### config.mk
export PLATFORM = sky130hd
export DESIGN_NAME = gpio_pad_function_mux
export DESIGN_NICKNAME = d
export VERILOG_FILES = /design/src/hw/gpio_pad_function_mux.v /design/src/hw/pad_sync2.v /design/src/hw/pad_drive_cell.v
export VERILOG_INCLUDE_DIRS = /design/src /design/src/inc
export SDC_FILE = /design/constraint.sdc
export NUM_CORES = 1
export LEC_CHECK = 0
export BUFFER_PORTS_ARGS = -buffer_cell sky130_fd_sc_hd__buf_2
export CAP_MARGIN = 20
export CORE_MARGIN = 2
export CORE_UTILIZATION = 36
export CTS_BUF_LIST = sky130_fd_sc_hd__clkbuf_16
export CTS_CLUSTER_DIAMETER = 100
export DETAILED_ROUTE_END_ITERATION = 7
export MAX_ROUTING_LAYER = met4
export PLACE_DENSITY = 0.6
export SYNTH_ARGS = -nofsm -noshare
export SYNTH_HDL_FRONTEND = slang
export SYNTH_HIERARCHICAL = 1
export SYNTH_SLANG_ARGS = --single-unit
### constraint.sdc
create_clock -name clk_i -period 1.9 [get_ports clk_i]
set_input_delay 0.19 -clock clk_i [delete_from_list [all_inputs] [get_ports clk_i]]
set_output_delay 0.19 -clock clk_i [all_outputs]
set_load 0.01 [all_outputs]
### src/inc/pad_mux_consts.vh
`ifndef PAD_MUX_CONSTS_VH
`define PAD_MUX_CONSTS_VH

// ----------------------------------------
// Pad count and field positions
// ----------------------------------------
`define PAD_COUNT       16
`define ROUTE_EN_BIT    0
`define SPI_SET_BIT     1
`define ROUTE_SET_HI    2
`define ROUTE_SET_LO    1

// ----------------------------------------
// Reset values of the configuration fields
// ----------------------------------------
`define DRV_TYPE_RST    16'h0000
`define SPI_CFG_RST     2'h0
`define USART_CFG_RST   3'h0
`define I2C_CFG_RST     3'h0
`define LIN_TEST_RST    1'h0
`define LINE_IDLE       1'h1
`define LINE_LOW        1'h0

// ----------------------------------------
// Pad positions of each routing set
// ----------------------------------------
`define SPI_SET0_BASE   4'h0
`define SPI_SET1_BASE   4'h9
`define USART_TX_SET0   4'h4
`define USART_RX_SET0   4'h8
`define USART_TX_SET1   4'h2
`define USART_RX_SET1   4'h3
`define USART_TX_SET2   4'h6
`define USART_RX_SET2   4'h7
`define USART_TX_SET3   4'h9
`define USART_RX_SET3   4'ha
`define I2C_SCL_SET0    4'hb
`define I2C_SDA_SET0    4'hc
`define I2C_SCL_SET1    4'h0
`define I2C_SDA_SET1    4'h1
`define I2C_SCL_SET2    4'h4
`define I2C_SDA_SET2    4'h5
`define I2C_SCL_SET3    4'he
`define I2C_SDA_SET3    4'hf
`define LIN_TX_PAD      4'h4
`define LIN_RX_PAD      4'h2

`endif

### src/hw/gpio_pad_function_mux.v
// Contract
// - After reset every pad is a general-purpose input with open-drain driver.
// - Driver-type bit per pad picks push-pull when set, open-drain when clear.
// - Two-wire clock and data pads are always open-drain.
// - Serial receive pad always open-drain; serial transmit follows driver-type bit.
// - SPI route bit 0 enables SPI pads, removing their general-purpose function.
// - SPI set bit picks pads 0-3 or 9-12 for CS, MOSI, MISO, SCLK.
// - SPI output lines follow driver-type bits of their pads.
// - Serial route bit 0 enables serial pads, removing general-purpose function.
// - Serial set bits place TX/RX on 4/8, 2/3, 6/7 or 9/10.
// - Two-wire route bit 0 enables its pads, removing general-purpose function.
// - Two-wire set bits place clock/data on 11/12, 0/1, 4/5 or 14/15.
// - Bypass drives companion transmit from pad 4 and shows receive on pad 2.
// - One source per pad: bypass, two-wire, serial, SPI, then general-purpose.
// - Unclaimed pads, including the unselected set, stay general-purpose.
`timescale 1ns/100ps
`include "pad_mux_consts.vh"

module gpio_pad_function_mux (
  input  wire        clk_i,
  input  wire        rstn_i,
  // Static configuration
  input  wire [15:0] pad_driver_type_i,
  input  wire [1:0]  spi_route_cfg_i,
  input  wire [2:0]  serial_port_route_cfg_i,
  input  wire [2:0]  twowire_route_cfg_i,
  input  wire        bus_phy_test_bypass_i,
  // Pads
  input  wire [15:0] pad_in_i,
  output wire [15:0] pad_out_o,
  output wire [15:0] pad_oe_o,
  // General-purpose pad module
  input  wire [15:0] gpio_out_i,
  input  wire [15:0] gpio_oe_i,
  output reg  [15:0] gpio_in_o,
  // Secondary SPI
  input  wire        spi_csn_i,
  input  wire        spi_mosi_i,
  input  wire        spi_sclk_i,
  input  wire        spi_drive_i,
  output reg         spi_miso_o,
  // Secondary serial port
  input  wire        serial_txd_i,
  output reg         serial_rxd_o,
  // Secondary two-wire unit
  input  wire        twowire_scl_out_i,
  input  wire        twowire_scl_oe_i,
  input  wire        twowire_sda_out_i,
  input  wire        twowire_sda_oe_i,
  output reg         twowire_scl_in_o,
  output reg         twowire_sda_in_o,
  // Bus transceiver path toward the supply companion chip
  input  wire        bus_mod_txd_i,
  output reg         bus_mod_rxd_o,
  output reg         companion_txd_o,
  input  wire        companion_rxd_i
);

  // ----------------------------------------
  // Owner codes
  // ----------------------------------------
  localparam [4:0] OWN_GPIO  = 5'h01;
  localparam [4:0] OWN_SPI   = 5'h02;
  localparam [4:0] OWN_USART = 5'h04;
  localparam [4:0] OWN_I2C   = 5'h08;
  localparam [4:0] OWN_LIN   = 5'h10;

  // ----------------------------------------
  // Configuration held in flip-flops
  // ----------------------------------------
  // Captured every cycle so reset alone forces the default pad state
  reg [15:0] drv_type;
  reg [1:0]  spi_cfg;
  reg [2:0]  usart_cfg;
  reg [2:0]  i2c_cfg;
  reg        lin_test;

  always @(posedge clk_i) begin
    if (!rstn_i) begin
      drv_type  <= `DRV_TYPE_RST;
      spi_cfg   <= `SPI_CFG_RST;
      usart_cfg <= `USART_CFG_RST;
      i2c_cfg   <= `I2C_CFG_RST;
      lin_test  <= `LIN_TEST_RST;
    end else begin
      drv_type  <= pad_driver_type_i;
      spi_cfg   <= spi_route_cfg_i;
      usart_cfg <= serial_port_route_cfg_i;
      i2c_cfg   <= twowire_route_cfg_i;
      lin_test  <= bus_phy_test_bypass_i;
    end
  end

  // ----------------------------------------
  // Pin synchronisers
  // ----------------------------------------
  wire [16:0] sync_all;
  wire [15:0] pad_s;
  wire        comp_rxd_s;

  pad_sync2 #(
    .WIDTH (17)
  ) u_sync (
    .clk_i   (clk_i),
    .rstn_i  (rstn_i),
    .async_i ({companion_rxd_i, pad_in_i}),
    .sync_o  (sync_all)
  );

  assign pad_s      = sync_all[15:0];
  assign comp_rxd_s = sync_all[16];

  // ----------------------------------------
  // Pad positions of the selected sets
  // ----------------------------------------
  wire       spi_en   = spi_cfg[`ROUTE_EN_BIT];
  wire       usart_en = usart_cfg[`ROUTE_EN_BIT];
  wire       i2c_en   = i2c_cfg[`ROUTE_EN_BIT];
  wire [3:0] spi_base = spi_cfg[`SPI_SET_BIT] ? `SPI_SET1_BASE : `SPI_SET0_BASE;
  wire [3:0] csn_pad  = spi_base;
  wire [3:0] mosi_pad = spi_base + 4'h1;
  wire [3:0] miso_pad = spi_base + 4'h2;
  wire [3:0] sclk_pad = spi_base + 4'h3;
  reg  [3:0] utx_pad;
  reg  [3:0] urx_pad;
  reg  [3:0] scl_pad;
  reg  [3:0] sda_pad;

  always @* begin
    case (usart_cfg[`ROUTE_SET_HI:`ROUTE_SET_LO])
      2'h0: begin
        utx_pad = `USART_TX_SET0;
        urx_pad = `USART_RX_SET0;
      end
      2'h1: begin
        utx_pad = `USART_TX_SET1;
        urx_pad = `USART_RX_SET1;
      end
      2'h2: begin
        utx_pad = `USART_TX_SET2;
        urx_pad = `USART_RX_SET2;
      end
      default: begin
        utx_pad = `USART_TX_SET3;
        urx_pad = `USART_RX_SET3;
      end
    endcase
  end

  always @* begin
    case (i2c_cfg[`ROUTE_SET_HI:`ROUTE_SET_LO])
      2'h0: begin
        scl_pad = `I2C_SCL_SET0;
        sda_pad = `I2C_SDA_SET0;
      end
      2'h1: begin
        scl_pad = `I2C_SCL_SET1;
        sda_pad = `I2C_SDA_SET1;
      end
      2'h2: begin
        scl_pad = `I2C_SCL_SET2;
        sda_pad = `I2C_SDA_SET2;
      end
      default: begin
        scl_pad = `I2C_SCL_SET3;
        sda_pad = `I2C_SDA_SET3;
      end
    endcase
  end

  // ----------------------------------------
  // Per-pad ownership and drive
  // ----------------------------------------
  // Winner masks tell each peripheral which pad it really holds
  wire [15:0] win_miso;
  wire [15:0] win_urx;
  wire [15:0] win_scl;
  wire [15:0] win_sda;
  wire [15:0] win_lin_tx;
  wire [15:0] win_gpio;

  genvar p;
  generate
    for (p = 0; p < `PAD_COUNT; p = p + 1) begin : g_pad
      localparam [3:0] PIDX = p;
      wire hit_lin_tx = lin_test && (PIDX == `LIN_TX_PAD);
      wire hit_lin_rx = lin_test && (PIDX == `LIN_RX_PAD);
      wire hit_scl    = i2c_en && (PIDX == scl_pad);
      wire hit_sda    = i2c_en && (PIDX == sda_pad);
      wire hit_utx    = usart_en && (PIDX == utx_pad);
      wire hit_urx    = usart_en && (PIDX == urx_pad);
      wire hit_csn    = spi_en && (PIDX == csn_pad);
      wire hit_mosi   = spi_en && (PIDX == mosi_pad);
      wire hit_miso   = spi_en && (PIDX == miso_pad);
      wire hit_sclk   = spi_en && (PIDX == sclk_pad);
      wire push_pull  = drv_type[p];
      reg  [4:0] owner;
      reg        value;
      reg        drive;
      reg        odrain;

      always @* begin
        if (hit_lin_tx || hit_lin_rx)
          owner = OWN_LIN;
        else if (hit_scl || hit_sda)
          owner = OWN_I2C;
        else if (hit_utx || hit_urx)
          owner = OWN_USART;
        else if (hit_csn || hit_mosi || hit_miso || hit_sclk)
          owner = OWN_SPI;
        else
          owner = OWN_GPIO;
      end

      always @* begin
        value  = `LINE_IDLE;
        drive  = 1'b0;
        odrain = ~push_pull;
        case (owner)
          OWN_LIN: begin
            // Pad 4 only listens; pad 2 mirrors the companion receive line
            value = comp_rxd_s;
            drive = hit_lin_rx;
          end
          OWN_I2C: begin
            value  = hit_scl ? twowire_scl_out_i : twowire_sda_out_i;
            drive  = hit_scl ? twowire_scl_oe_i : twowire_sda_oe_i;
            odrain = 1'b1;
          end
          OWN_USART: begin
            value  = serial_txd_i;
            drive  = hit_utx;
            odrain = hit_urx | ~push_pull;
          end
          OWN_SPI: begin
            value = hit_csn ? spi_csn_i : (hit_mosi ? spi_mosi_i : spi_sclk_i);
            drive = spi_drive_i & ~hit_miso;
          end
          OWN_GPIO: begin
            value = gpio_out_i[p];
            drive = gpio_oe_i[p];
          end
          default: begin
            value = `LINE_IDLE;
            drive = 1'b0;
          end
        endcase
      end

      assign win_miso[p]   = (owner == OWN_SPI) & hit_miso;
      assign win_urx[p]    = (owner == OWN_USART) & hit_urx;
      assign win_scl[p]    = (owner == OWN_I2C) & hit_scl;
      assign win_sda[p]    = (owner == OWN_I2C) & hit_sda;
      assign win_lin_tx[p] = (owner == OWN_LIN) & hit_lin_tx;
      assign win_gpio[p]   = (owner == OWN_GPIO);

      pad_drive_cell u_cell (
        .clk_i        (clk_i),
        .rstn_i       (rstn_i),
        .value_i      (value),
        .drive_i      (drive),
        .open_drain_i (odrain),
        .pad_out_o    (pad_out_o[p]),
        .pad_oe_o     (pad_oe_o[p])
      );
    end
  endgenerate

  // ----------------------------------------
  // Inputs returned to the peripherals
  // ----------------------------------------
  // A peripheral without a pad sees its line idle (MISO reads low), not a foreign signal
  wire miso_v = |win_miso ? |(win_miso & pad_s) : `LINE_LOW;
  wire urx_v  = |win_urx ? |(win_urx & pad_s) : `LINE_IDLE;
  wire scl_v  = |win_scl ? |(win_scl & pad_s) : `LINE_IDLE;
  wire sda_v  = |win_sda ? |(win_sda & pad_s) : `LINE_IDLE;
  wire ltx_v  = |(win_lin_tx & pad_s);

  always @(posedge clk_i) begin
    if (!rstn_i) begin
      gpio_in_o        <= {16{`LINE_LOW}};
      spi_miso_o       <= `LINE_LOW;
      serial_rxd_o     <= `LINE_IDLE;
      twowire_scl_in_o <= `LINE_IDLE;
      twowire_sda_in_o <= `LINE_IDLE;
      bus_mod_rxd_o    <= `LINE_IDLE;
      companion_txd_o  <= `LINE_IDLE;
    end else begin
      gpio_in_o        <= pad_s & win_gpio;
      spi_miso_o       <= miso_v;
      serial_rxd_o     <= urx_v;
      twowire_scl_in_o <= scl_v;
      twowire_sda_in_o <= sda_v;
      bus_mod_rxd_o    <= comp_rxd_s;
      companion_txd_o  <= lin_test ? ltx_v : bus_mod_txd_i;
    end
  end

endmodule

### src/hw/pad_sync2.v
`timescale 1ns/100ps
`include "pad_mux_consts.vh"

// ----------------------------------------
// Two-stage synchroniser for pin inputs
// ----------------------------------------
module pad_sync2 #(
  parameter WIDTH = 17
) (
  input  wire             clk_i,
  input  wire             rstn_i,
  input  wire [WIDTH-1:0] async_i,
  output wire [WIDTH-1:0] sync_o
);

  reg [WIDTH-1:0] meta;
  reg [WIDTH-1:0] stable;

  // Resets to idle-high so an open-drain line reads released
  always @(posedge clk_i) begin
    if (!rstn_i) begin
      meta   <= {WIDTH{`LINE_IDLE}};
      stable <= {WIDTH{`LINE_IDLE}};
    end else begin
      meta   <= async_i;
      stable <= meta;
    end
  end

  assign sync_o = stable;

endmodule

### src/hw/pad_drive_cell.v
`timescale 1ns/100ps
`include "pad_mux_consts.vh"

// ----------------------------------------
// Output stage of one pad
// ----------------------------------------
module pad_drive_cell (
  input  wire clk_i,
  input  wire rstn_i,
  input  wire value_i,
  input  wire drive_i,
  input  wire open_drain_i,
  output reg  pad_out_o,
  output reg  pad_oe_o
);

  always @(posedge clk_i) begin
    if (!rstn_i) begin
      pad_out_o <= `LINE_LOW;
      pad_oe_o  <= 1'b0;
    end else if (open_drain_i) begin
      // Only a low is driven; a high leaves the line to the pull-up
      pad_out_o <= `LINE_LOW;
      pad_oe_o  <= drive_i & ~value_i;
    end else begin
      pad_out_o <= value_i;
      pad_oe_o  <= drive_i;
    end
  end

endmodule

# ---- After elaboration in Yosys (flattened, before gate mapping)
# Cells that the tools add are included.
dict set report word_totals {
  ff_bits 113
  in_bits 86
  out_inout_bits 54
  wordCells 852
}
dict set report op_classes {
  n_addsub 3
  n_reduce_logical 247
  muxes 184
  n_eq_ne 204
  n_bitwise 168
}
# cell count
set ops {}
lappend ops {{4-bit equality test (first input constant)} 64}
lappend ops {{16-bit OR reduction} 9}
lappend ops {{3-bit by 4-bit equality test with 1-bit output (first input constant)} 32}
lappend ops {{1-bit logical AND} 128}
lappend ops {{1-bit AND} 97}
lappend ops {{1-bit one-hot mux with 5 select lines} 17}
lappend ops {{1-bit 2-to-1 mux} 81}
lappend ops {{16-bit AND} 5}
lappend ops {{5-bit by 1-bit equality test with 1-bit output (second input constant)} 16}
lappend ops {{5-bit by 2-bit equality test with 1-bit output (second input constant)} 16}
lappend ops {{5-bit by 3-bit equality test with 1-bit output (second input constant)} 16}
lappend ops {{5-bit by 4-bit equality test with 1-bit output (second input constant)} 16}
lappend ops {{5-bit equality test (second input constant)} 16}
lappend ops {{1-bit logical OR} 80}
lappend ops {{2-bit by 4-bit equality test with 1-bit output (first input constant)} 16}
lappend ops {{1-bit one-hot mux with 4 select lines} 15}
lappend ops {{4-bit 2-to-1 mux} 14}
lappend ops {{1-bit NOT} 49}
lappend ops {{3-bit 2-to-1 mux} 16}
lappend ops {{4-bit one-hot mux with 3 select lines} 4}
lappend ops {{1-bit by 4-bit equality test with 1-bit output (first input constant)} 8}
lappend ops {{4-bit zero test} 8}
lappend ops {{2-bit 2-to-1 mux} 16}
lappend ops {{1-bit one-hot mux with 2 select lines} 16}
lappend ops {{other kinds (10)} 51}

# ---- Longest topological paths before layout
# Gate-level depths: netlist of run 1.
dict set report depth {
  ltp_word 16
  mapped_depth 10
}

# ---- Cells and area by module
# The synthesis of run 1 kept the hierarchy.
# mod cells_each area_each_um2 seq_area_each_um2 instances
set by_module_without_submodules {}
lappend by_module_without_submodules {gpio_pad_function_mux 370 2886.5 940.9 1}
lappend by_module_without_submodules {pad_drive_cell 6 60.1 40.0 16}
lappend by_module_without_submodules {pad_sync2 71 912.1 680.7 1}

# ---- Worst setup path after synthesis of run 1
# Ideal clock, no wire load.
dict set report synth_timing {
  path_type {register -> register}
  from {register usart_cfg[2]}
  to {register g_pad[2].u_cell.pad_out_o}
  stages_incl_launch_ff 11
  synth_period_minus_slack_ns 1.730
  path_buffers 1
  arrival_time_ns 1.617
  t_required_ns 1.787
  slack_ns 0.170
  setup_time_ns 0.113
  path_cell_list {dfxtp_1 > inv_1 > ha_1 > and2_1 > clkbuf_1 > a31oi_1 > o2bb2ai_1 > a21oi_1 > mux2_2 > nand2_1 > nor2_1}
}
# element line
set synth_lines {}
lappend synth_lines {{from (decl)} gpio_pad_function_mux.v:74} ;# reg [2:0] usart_cfg;
lappend synth_lines {{from (signal assigned)} gpio_pad_function_mux.v:82} ;# usart_cfg <= `USART_CFG_RST;
lappend synth_lines {{from (signal assigned)} gpio_pad_function_mux.v:88} ;# usart_cfg <= serial_port_route_cfg_i;
lappend synth_lines {{2-bit equality test, or another cell as far along} gpio_pad_function_mux.v:130} ;# case (usart_cfg[`ROUTE_SET_HI:`ROUTE_SET_LO])
lappend synth_lines {{4-bit one-hot mux with 3 select lines} gpio_pad_function_mux.v:130}
lappend synth_lines {{2-bit by 4-bit equality test with 1-bit output (on tied branches)} {gpio_pad_function_mux.v:190, gpio_pad_function_mux.v:191}}
lappend synth_lines {{1-bit logical AND (on tied branches)} {gpio_pad_function_mux.v:190, gpio_pad_function_mux.v:191}}
lappend synth_lines {{1-bit logical OR *} gpio_pad_function_mux.v:207} ;# else if (hit_utx || hit_urx)
lappend synth_lines {{3-bit 2-to-1 mux *} gpio_pad_function_mux.v:207}
lappend synth_lines {{5-bit 2-to-1 mux *} gpio_pad_function_mux.v:205} ;# else if (hit_scl || hit_sda)
lappend synth_lines {{5-bit 2-to-1 mux *} gpio_pad_function_mux.v:203} ;# if (hit_lin_tx || hit_lin_rx)
lappend synth_lines {{5-bit by 1-bit equality test with 1-bit output, or another cell as far along} gpio_pad_function_mux.v:219} ;# case (owner)
lappend synth_lines {{1-bit one-hot mux with 5 select lines *} gpio_pad_function_mux.v:219}
lappend synth_lines {{net g_pad[2].value} gpio_pad_function_mux.v:198} ;# reg value;
lappend synth_lines {{to (signal assigned)} pad_drive_cell.v:19} ;# pad_out_o <= `LINE_LOW;
lappend synth_lines {{to (signal assigned)} pad_drive_cell.v:23} ;# pad_out_o <= `LINE_LOW;
lappend synth_lines {{to (signal assigned)} pad_drive_cell.v:26} ;# pad_out_o <= value_i;
lappend synth_lines {{to (decl)} pad_drive_cell.v:13} ;# output reg pad_out_o,
# Mark *: on every way through the listed nets, which the timed path passes. The rest lies on a longest branch.
# A chain may end at the register's enable or synchronous reset.

# ---- Worst setup path after layout of run 1
dict set report layout_timing {
  from {register usart_cfg[1]}
  to {register serial_rxd_o}
}
dict set report layout_via {
  elab_chain_cells 12
}
# element line
set layout_rtl {}
lappend layout_rtl {{2-bit equality test, or another cell as far along} gpio_pad_function_mux.v:130}
lappend layout_rtl {{4-bit one-hot mux with 3 select lines} gpio_pad_function_mux.v:130}
lappend layout_rtl {{2-bit by 4-bit equality test with 1-bit output, or another cell as far along} gpio_pad_function_mux.v:190} ;# wire hit_utx = usart_en && (PIDX == utx_pad);
lappend layout_rtl {{1-bit logical AND (on tied branches)} {gpio_pad_function_mux.v:190, gpio_pad_function_mux.v:191}}
lappend layout_rtl {{1-bit logical OR} gpio_pad_function_mux.v:207}
lappend layout_rtl {{3-bit 2-to-1 mux} gpio_pad_function_mux.v:207}
lappend layout_rtl {{5-bit 2-to-1 mux / 4-bit 2-to-1 mux (equally long branches)} gpio_pad_function_mux.v:205}
lappend layout_rtl {{5-bit 2-to-1 mux} gpio_pad_function_mux.v:203}
lappend layout_rtl {{5-bit by 3-bit equality test with 1-bit output} gpio_pad_function_mux.v:251} ;# assign win_urx[p] = (owner == OWN_USART) & hit_urx;
lappend layout_rtl {{1-bit AND} gpio_pad_function_mux.v:251}
lappend layout_rtl {{16-bit AND / 16-bit OR reduction (equally long branches)} gpio_pad_function_mux.v:274} ;# wire urx_v = |win_urx ? |(win_urx & pad_s) : `LINE_IDLE;
lappend layout_rtl {{16-bit OR reduction / 2-bit AND reduction (equally long branches)} -}
lappend layout_rtl {{to (signal assigned)} gpio_pad_function_mux.v:283} ;# serial_rxd_o <= `LINE_IDLE;
lappend layout_rtl {{to (signal assigned)} gpio_pad_function_mux.v:291} ;# serial_rxd_o <= urx_v;
lappend layout_rtl {{to (decl)} gpio_pad_function_mux.v:44} ;# output reg serial_rxd_o,
# Several ways; a longest one is shown, not always the timed one.

==> flow_metrics.env, run 1 <==
export IMPL_antenna_found_initial=0
export IMPL_yosys_top_cells_count="113 x dfxtp_1, 85 x nand2_1, 38 x nand2b_1, 38 x nor2_1, 30 x a21oi_1"
export IMPL_outcome="completed"
export IMPL_yosys_warnings=6
export IMPL_max_slew_margin_pct=71.0
export IMPL_yosysMostFrequentCell="dfxtp_1"
export IMPL_grtUsageMet2_pct=33.4
export IMPL_ys_top_cells_by_area="dfxtp_1 48%, nand2_1 6.7%, nand2b_1 5.0%"
export IMPL_die_height_um=119
export IMPL_ys_ff_latch=113
export IMPL_synth_edff_count=0
export IMPL_clk_latency_ps=420
export IMPL_crit_arrival_ps=2100
export IMPL_fin_area_um2=6890
export IMPL_gp_congestion=0.899
export IMPL_cts_sinks=113
export IMPL_syn_nets=631
export IMPL_grt_use_met1_pct=26.3
export IMPL_rsz0062_at_grt="yes"
export IMPL_cts_tree="yes"
export IMPL_detailedRoute_firstPassIterationCount=5
export IMPL_synth_ff_type="dfxtp_1"
export IMPL_required_ps=2200
export IMPL_h_tree_depth=4
export IMPL_synth_cell_types=61
export IMPL_worst_clock_skew_ps=10.2
export IMPL_grt_pass1_wl_mm=22.7
export IMPL_cts_clk_slew_worst_paths_ps=60
export IMPL_drc=0
export IMPL_clock_fmax_ghz=0.553
export IMPL_root_buffer="clkbuf_16"
export IMPL_avgRoutedWirePerCell_um=15.3
export IMPL_coreArea_um2=13100
export IMPL_die_x_um=119
export IMPL_p_leak_uw=0.00325
export IMPL_grt_most_used_layer="met2"
export IMPL_async_reset_ff_share_pct=0
export IMPL_grt_max_degree=83
export IMPL_endpoint_kind="flip-flop"
export IMPL_powerDensity_nw_per_um2=951
export IMPL_met3_usage_pct=5.94
export IMPL_row_count=42
export IMPL_critPathMaxFanout=5
export IMPL_via_per_inst=4.80
export IMPL_num_antenna_cells=0
export IMPL_slew_viol_final=0
export IMPL_nNetsFinal=844
export IMPL_drv_cap=0
export IMPL_cts_buffer_depth=2
export IMPL_synthToLayoutAreaGrowth_pct=44.8
export IMPL_synth_seq_area_share_pct=47.5
export IMPL_worst_path_max_delay_cell="dfxtp_1"
export IMPL_finalHoldViolCount=0
export IMPL_setup_slack_ps=92.9
export IMPL_crit_path_start_kind="flip-flop"
export IMPL_finalCritPeriodShare_pct=95.1
export IMPL_p_total_uw=6550
export IMPL_vias=4508
export IMPL_avgSynthCellArea_um2=8.86
export IMPL_ir_worst_vdd_mv=0.572
export IMPL_grt_usage_pct=21.5
export IMPL_cp_buffers_inverters=2
export IMPL_yosysTopAreaCellShare_pct=47.5
export IMPL_yosysTopAreaCell="dfxtp_1"
export IMPL_crit_family="simple AND/OR/NAND/NOR gates"
export IMPL_portBuffers=139
export IMPL_overflow=0
export IMPL_post_place_ws_ps=-40.4
export IMPL_path_class="reg -> reg"
export IMPL_place_area_um2=5810
export IMPL_nFillCells=1231
export IMPL_ant_nets=0
export IMPL_worst_pin_slew_ps=435
export IMPL_dieArea_um2=14200
export IMPL_slowest_delay_ps=360
export IMPL_routed_wl_mm=14.4
export IMPL_fin_crit_ps=1810
export IMPL_holdCritPathClass="in -> reg"
export IMPL_synth_area_um2=4760
export IMPL_crit_chain="inv_1 > ha_1 > and2_2 > nand2_4 > nor2_1 > buf_4 > a311oi_1 > nand4_1"
export IMPL_fin_hold_ws_ps=52.5
export IMPL_syn_inst=537
export IMPL_setup_violations=0
export IMPL_dp_hpwl_mm=10.5
export IMPL_initial_utilization_pct=36.4
export IMPL_drt_iter0_drc=322
export IMPL_grt_pass1_vias=4433
export IMPL_cts_made_buffers=17
export IMPL_drive_gt1_share_pct=32.9
export IMPL_fin_util_pct=52.7
export IMPL_io_pins=140
[cell families after synthesis]
family          after synthesis  share of synthesized area, %
simple gates                252                          27.2
flops                       113                          47.5
compound gates              111                          15.7
buf+inv                      39                          4.49
mux                          14                          3.02
fa+ha+maj                     8                          2.10
[per-layer routing]
| layer | share of wire (%) | routed length (um) | vias to the layer above |
|---|---|---|---|
| met5 | 0 | 0 | - |
| met4 | 1.9 | 270 | 0 |
| met1 | 46 | 6580 | 2073 |
| li1 | - | - | 2261 |
| met2 | 47 | 6720 | 152 |
| met3 | 5.7 | 827 | 22 |
[path summary, 6_finish.rpt]
| check | to | from | depth (start not counted) | slack [ps] |
|---|---|---|---|---|
| max reg2reg | serial_rxd_o | usart_cfg[1] | 8 | 90 |
| min | u_sync/sync_o[7] | rstn_i | 2 | 50 |
| min reg2reg | u_sync/sync_o[1] | u_sync/meta[1] | 1 | 400 |
| max | serial_rxd_o | usart_cfg[1] | 8 | 90 |
[state kept, by name, summed over array words and instances, names as in the netlist]
signal,flops
bus_mod_rxd_o,1
companion_txd_o,1
drv_type,16
g_pad.hit_lin_rx,1
g_pad.u_cell/pad_oe_o,16
g_pad.u_cell/pad_out_o,16
gpio_in_o,16
i2c_cfg,3
serial_rxd_o,1
spi_cfg,2
spi_miso_o,1
twowire_scl_in_o,1
twowire_sda_in_o,1
u_sync/meta,17
u_sync/sync_o,17
usart_cfg,3
[per-stage QoR]
step / setup TNS [ps] / instances
finish: 0 / 939
detailed placement: -59.5 / 863
CTS: 0 / 938
global placement: 0 / 863
floorplan: 0 / 537
global route: -25.9 / 939
[area by class of cell]
class                   count  area [um2]  area share, %
multi-input cells         385        2320           33.7
flip-flops and latches    113        2260           32.8
repair buffers            220        1440           20.8
clock buffers              17         425           6.17
well taps                 176         220           3.19
clock inverters            15         175           2.54
inverters                  13        48.8          0.708
[power breakdown]
part	leakage [uW]	switching (uW)	total [uW]	internal, uW
Combinational	0.00201	394	774	380
Clock	0.000300	1070	3220	2150
Sequential	0.000937	53.3	2560	2500
Total	0.00325	1520	6550	5030
[cells in the final DEF, fill, tap and decap left out, types with 21 or more instances in the layout]
| cell type | synthesis | layout |
|---|---|---|
| and2_1 | 28 | 27 |
| buf_4 | 3 | 36 |
| dlygate4sd3_1 | 0 | 43 |
| nand2b_1 | 38 | 38 |
| nand3_1 | 21 | 21 |
| buf_2 | 7 | 139 |
| dfxtp_1 | 113 | 111 |
| a21oi_1 | 30 | 29 |
| nor2_1 | 38 | 38 |
| nand2_1 | 85 | 85 |
[what timing repair did]
action / 4_1_cts / 5_1_grt
setup endpoints to repair: 2 / 21
buffers inserted: 0 / 1
hold buffers: 43 / 0
resized for setup: 2 / 12
endpoints found under the hold margin: 43 / 0
(Power assumes the default switching activity.)
==> run 2, diff against run 1 <==
Settings changed: SYNTH_HIERARCHICAL 1 to not set.
==> flow_metrics.env, run 2 <==
export IMPL_root_buffer="clkbuf_16"
export IMPL_final_cell_mix="139 x buf_2, 112 x dfxtp_1, 59 x nand2_1"
export IMPL_wl_met2_mm=6.88
export IMPL_powerDensity_nw_per_um2=883
export IMPL_avgSynthCellArea_um2=8.83
export IMPL_avgRoutedWirePerCell_um=16.4
export IMPL_synth_ff_type="dfxtp_1"
export IMPL_regArea_um2=2260
export IMPL_required_ps=2230
export IMPL_r2r_end="serial_rxd_o"
export IMPL_ff2ff_setup_slack_ps=50
export IMPL_yosysTopAreaCellShare_pct=47.5
export IMPL_nFillCells=1252
export IMPL_cp_buffers_inverters=1
export IMPL_r2r_start="i2c_cfg[1]"
export IMPL_post_cts_setup_buffers=0
export IMPL_gp_congestion=0.910
export IMPL_grt_pass1_wl_mm=23.4
export IMPL_async_reset_ff_share_pct=0
export IMPL_max_slew_margin_pct=71.7
export IMPL_fin_crit_ps=1850
export IMPL_drv_cap=0
export IMPL_cts_sinks=113
export IMPL_setup_slack_ps=51.2
export IMPL_clock_fmax_ghz=0.541
export IMPL_yosys_warnings=0
export IMPL_setup_violations=0
export IMPL_slew_viol_final=0
export IMPL_holdCritPathClass="in -> reg"
export IMPL_detailedRoute_firstPassIterationCount=5
export IMPL_crit_family="compound AO/OA/AOI/OAI gates"
export IMPL_crit_arrival_ps=2180
export IMPL_antenna_found_initial=0
export IMPL_cts_buffer_depth=2
export IMPL_crit_chain="inv_1 > ha_2 > and3b_2 > nand2_1 > a221oi_1 > a21oi_2 > o211ai_1"
export IMPL_multi_input_area_um2=2100
export IMPL_yosysTopAreaCell="dfxtp_1"
export IMPL_die_height_um=119
export IMPL_ys_top_cells_by_area="dfxtp_1 48%, nand2b_1 5.3%, buf_4 5.0%"
export IMPL_final_common_cell="buf_2"
export IMPL_crit_path_start_kind="flip-flop"
export IMPL_finalHoldViolCount=0
export IMPL_p_leak_uw=0.00314
export IMPL_endpoint_kind="flip-flop"
export IMPL_grt_max_degree=64
export IMPL_synth_area_um2=4760
export IMPL_die_x_um=119
export IMPL_syn_nets=634
export IMPL_ys_ff_latch=113
export IMPL_fin_area_um2=6690
export IMPL_place_area_um2=5730
export IMPL_dieArea_um2=14200
export IMPL_worst_path_max_delay_cell="dfxtp_2"
export IMPL_rsz0062_at_grt="yes"
export IMPL_synth_edff_count=0
export IMPL_ant_nets=0
export IMPL_synthToLayoutAreaGrowth_pct=40.5
export IMPL_slowest_delay_ps=370
export IMPL_drt_iter0_drc=334
export IMPL_dp_cells=845
export IMPL_hold_start="pad_driver_type_i[8]"
export IMPL_ir_worst_vdd_mv=0.551
export IMPL_num_antenna_cells=0
export IMPL_coreArea_um2=13100
export IMPL_r2r_cells=7
export IMPL_path_class="reg -> reg"
export IMPL_outcome="completed"
export IMPL_m1WireLength_mm=7.03
export IMPL_cts_clk_slew_worst_paths_ps=50
export IMPL_finalCritPeriodShare_pct=97.3
export IMPL_dp_hpwl_mm=11.3
export IMPL_portBuffers=139
export IMPL_h_tree_depth=4
export IMPL_p_total_uw=5900
export IMPL_syn_inst=539
export IMPL_routed_wl_mm=15.1
export IMPL_grt_pass1_vias=4409
export IMPL_startpoint="i2c_cfg[1]"
export IMPL_synth_cell_types=54
export IMPL_cts_made_buffers=17
export IMPL_synth_seq_area_share_pct=47.5
export IMPL_stdcell_count=918
export IMPL_cts_tree="yes"
export IMPL_via_per_inst=4.88
export IMPL_drive_gt1_share_pct=31.1
export IMPL_critPathCapture="serial_rxd_o"
export IMPL_grt_usage_pct=22.3
export IMPL_post_place_ws_ps=-39.2
export IMPL_yosysMostFrequentCell="dfxtp_1"
export IMPL_drc=0
export IMPL_highest_layer="met4"
export IMPL_row_count=42
export IMPL_final_setup_tns_ps=0
export IMPL_worst_pin_slew_ps=419
export IMPL_nNetsFinal=826
export IMPL_initial_utilization_pct=36.4
export IMPL_clk_latency_ps=410
export IMPL_critPathMaxFanout=5
export IMPL_overflow=0
export IMPL_vias=4480
export IMPL_io_pins=140
export IMPL_dr_wl_met3_um=776
export IMPL_cp_depth=7
export IMPL_yosys_top_cells_count="113 x dfxtp_1, 59 x nand2_1, 40 x nand2b_1, 32 x buf_4, 31 x nor2_1"
export IMPL_worst_clock_skew_ps=11.3
## run 2: cell types whose count changed after synthesis, moves of 7 or more
cell,change
buf_4,+29
inv_1,+7
nand2_1,-26
clkbuf_1,+14
nor2_1,-7
nor3_1,+8
a21oi_2,-16
## run 2: worst register-to-register path: stages (launching register included)
cell and delay (ps):
dfxtp_2 370, inv_1 90, ha_2 320, and3b_2 320, nand2_1 120, a221oi_1 360, a21oi_2 110, o211ai_1 90
## run 2: logic make-up (layout without fill, tap and decap cells)
family / count (synthesis) / in the layout / share of synthesized area, %
AO/OA/AOI/OAI: 102 / 102 / 14.2
flip-flops: 113 / 113 / 47.5
buffers and inverters: 81 / 284 / 9.25
AND/OR/NAND/NOR: 224 / 224 / 24.5
adder cells (fa/ha/maj): 9 / 9 / 2.37
multiplexers: 10 / 10 / 2.16
## run 2: metrics by stage
| step | hold WS (ps) | utilization, % |
|---|---|---|
| 2_1_floorplan | 291 | - |
| 3_3_place_gp | 370 | 43.8 |
| 3_5_place_dp | 373 | 43.8 |
| 4_1_cts | 2.24 | 50.8 |
| 5_1_grt | 2.01 | 51.1 |
| 6_report | 4.96 | 51.1 |
## run 2: how the worst min path moves through the flow
| stage | depth (start not counted) | end | slack (ps) |
|---|---|---|---|
| after floorplan | 1 | u_sync.meta[0] | 290 |
| after global placement | 2 | u_sync.meta[6] | 370 |
| after detailed placement | 2 | u_sync.meta[2] | 370 |
| after CTS | 3 | g_pad[5].u_cell.pad_out_o | 2 |
| after global routing | 2 | drv_type[8] | 2 |
| final | 2 | drv_type[8] | 5 |
## run 2: per-layer routing
metal	up-vias	GRT usage [%]
met5	-	-
met4	0	9.82
met3	28	4.41
met2	176	33.4
met1	2069	29.4
li1	2207	-
## run 2: timing repair
action,in CTS,in global routing
endpoints found under the hold margin,43,0
resized for setup,2,14
hold buffers,43,0
setup endpoints to repair,2,11
## run 2: cell type report
| type | instances | area share, % |
|---|---|---|
| Timing Repair Buffer | 235 | 23.2 |
| Sequential cell | 113 | 33.8 |
| Tap cell | 176 | 3.29 |
| Clock inverter | 13 | 0.879 |
| Clock buffer | 17 | 6.36 |
| Inverter | 19 | 1.07 |
| Multi-Input combinational cell | 345 | 31.4 |
## run 2: power breakdown
part	switching, uW	leakage, uW	internal, uW	total [uW]
Clock	996	0.000251	1590	2590
Sequential	59.0	0.000937	2500	2560
Combinational	377	0.00195	377	754
==> run 3, diff against run 2 <==
Settings changed: SETUP_SLACK_MARGIN set to 0.2, SLEW_MARGIN set to 20.
==> flow_metrics.env, run 3 (synthesized netlist as in run 2, its figures left out) <==
export IMPL_setup_slack_ps=227
export IMPL_grt_max_degree=33
export IMPL_die_x_um=119
export IMPL_clock_fmax_ghz=0.598
export IMPL_outcome="completed"
export IMPL_finalHoldViolCount=0
export IMPL_cts_clk_slew_worst_paths_ps=50
export IMPL_final_common_cell="buf_2"
export IMPL_vias=4528
export IMPL_dieArea_um2=14200
export IMPL_post_place_ws_ps=-45.7
export IMPL_rsz0062_at_grt="yes"
export IMPL_combPwrFrac_pct=11.7
export IMPL_multi_input_area_um2=2300
export IMPL_required_ps=2250
export IMPL_slowest_delay_ps=380
export IMPL_fin_util_pct=53.6
export IMPL_p_sw_uw=1640
export IMPL_cts_sinks=113
export IMPL_p_int_uw=5100
export IMPL_worst_clock_skew_ps=8.93
export IMPL_gp_congestion=0.930
export IMPL_p_clk_share_pct=50.1
export IMPL_portBuffers=139
export IMPL_ir_worst_vdd_mv=0.645
export IMPL_max_slew_margin_pct=72.6
export IMPL_swShare_pct=24.3
export IMPL_min_path_cells=2
export IMPL_powerDensity_nw_per_um2=962
export IMPL_holdCritPathClass="in -> reg"
export IMPL_finalCritPeriodShare_pct=88.0
export IMPL_detailedRoute_firstPassIterationCount=8
export IMPL_grt_usage_pct=22.9
export IMPL_worst_path_max_delay_cell="dfxtp_4"
export IMPL_crit_family="simple AND/OR/NAND/NOR gates"
export IMPL_slew_viol_final=0
export IMPL_crit_arrival_ps=2030
export IMPL_avgRoutedWirePerCell_um=17.2
export IMPL_antenna_found_initial=0
export IMPL_crit_chain="inv_4 > ha_4 > and3b_2 > o21ai_4 > nand3_2 > mux2i_1 > and3_1"
export IMPL_drv_cap=0
export IMPL_nNetsFinal=823
export IMPL_endpoint_kind="flip-flop"
export IMPL_clk_latency_ps=410
export IMPL_ant_nets=0
export IMPL_h_tree_depth=4
export IMPL_cts_tree="yes"
export IMPL_cp_buffers_inverters=1
export IMPL_nFillCells=1211
export IMPL_cts_buffer_depth=2
export IMPL_coreArea_um2=13100
export IMPL_p_total_uw=6740
export IMPL_row_count=42
export IMPL_r2r_cells=7
export IMPL_drc=0
export IMPL_cp_depth=7
export IMPL_overflow=0
export IMPL_grt_pass1_vias=4516
export IMPL_worst_pin_slew_ps=410
export IMPL_path_class="reg -> reg"
export IMPL_grt_pass1_wl_mm=24.0
export IMPL_drt_iter0_drc=427
export IMPL_fin_crit_ps=1670
export IMPL_cts_made_buffers=17
export IMPL_synthToLayoutAreaGrowth_pct=47.3
export IMPL_regArea_um2=2280
export IMPL_crit_path_start_kind="flip-flop"
export IMPL_via_per_inst=4.94
export IMPL_p_seq_share_pct=38.1
export IMPL_drive_gt1_share_pct=37.8
export IMPL_setup_violations=0
export IMPL_p_leak_uw=0.00321
export IMPL_routed_wl_mm=15.8
export IMPL_num_antenna_cells=0
export IMPL_final_setup_tns_ps=0
export IMPL_die_height_um=119
export IMPL_initial_utilization_pct=36.4
export IMPL_critPathMaxFanout=6
export IMPL_dp_hpwl_mm=11.6
export IMPL_root_buffer="clkbuf_16"
export IMPL_final_cell_mix="139 x buf_2, 105 x dfxtp_1, 54 x nand2_1"
export IMPL_io_pins=140
==> run 3: cell types whose count changed in the layout (fill, tap and decap cells not counted), moves of 4 or more <==
cell,before,now
dfxtp_1,112,105
inv_6,0,4
ha_4,1,6
dlygate4sd3_1,43,39
ha_1,5,1
clkinv_4,0,4
nand2_1,59,54
dfxtp_2,1,5
bufinv_16,0,4
nand2_2,0,5
inv_1,21,16
clkinv_2,5,1
==> run 3: stage by stage <==
step                      instances  area (um2)  hold slack [ps]
final                           917        7010             15.0
after global routing            917        7010             5.16
after CTS                       909        6790            0.176
after detailed placement        832        5650              374
after global placement          832        5650              371
after floorplan                 539        4810              291
==> run 3: worst reg2reg max path: stages, from the launching register on <==
cell	delay (ps)
dfxtp_4	380
inv_4	60
ha_4	290
and3b_2	230
o21ai_4	260
nand3_2	120
mux2i_1	130
and3_1	150
==> run 3: final timing paths <==
kind / endpoint / startpoint / slack [ps]
max: spi_miso_o / i2c_cfg[2] / 230
min: drv_type[14] / pad_driver_type_i[14] / 10
max reg2reg: spi_miso_o / i2c_cfg[2] / 230
min reg2reg: u_sync.sync_o[8] / u_sync.meta[8] / 400
==> run 3: layout make-up <==
cell class                 count  area share [%]
multi-input combinational    345            32.8
sequential                   113            32.5
timing repair buffer         232            21.4
clock buffer                  17            6.07
tap                          176            3.14
clock inverter                15            2.94
inverter                      19            1.09
==> run 3: timing repair <==
| item | CTS | global route |
|---|---|---|
| buffers inserted | 6 | 8 |
| endpoints found under the setup margin | 19 | 17 |
| pin swaps | 1 | 16 |
| hold buffers | 39 | 0 |
| hold endpoints to repair | 39 | 0 |
| resized for setup | 30 | 41 |
==> run 3: layer usage <==
metal | up-vias | share of wire (%) | GRT usage [%]
met5 | - | 0 | -
met4 | 0 | 1.9 | 7.74
met3 | 21 | 4.9 | 4.60
met2 | 159 | 46 | 34.7
met1 | 2149 | 47 | 30.5
li1 | 2199 | - | -
==> run 3: power by group through the flow <==
| stage | clock network [uW] | registers [uW] | logic [uW] |
|---|---|---|---|
| floorplan | 0 | 2600 | 389 |
| global placement | 0 | 2610 | 654 |
| detailed placement | 0 | 2610 | 658 |
| CTS | 3430 | 2570 | 744 |
| global route | 3540 | 2580 | 861 |
| finish | 3380 | 2570 | 790 |
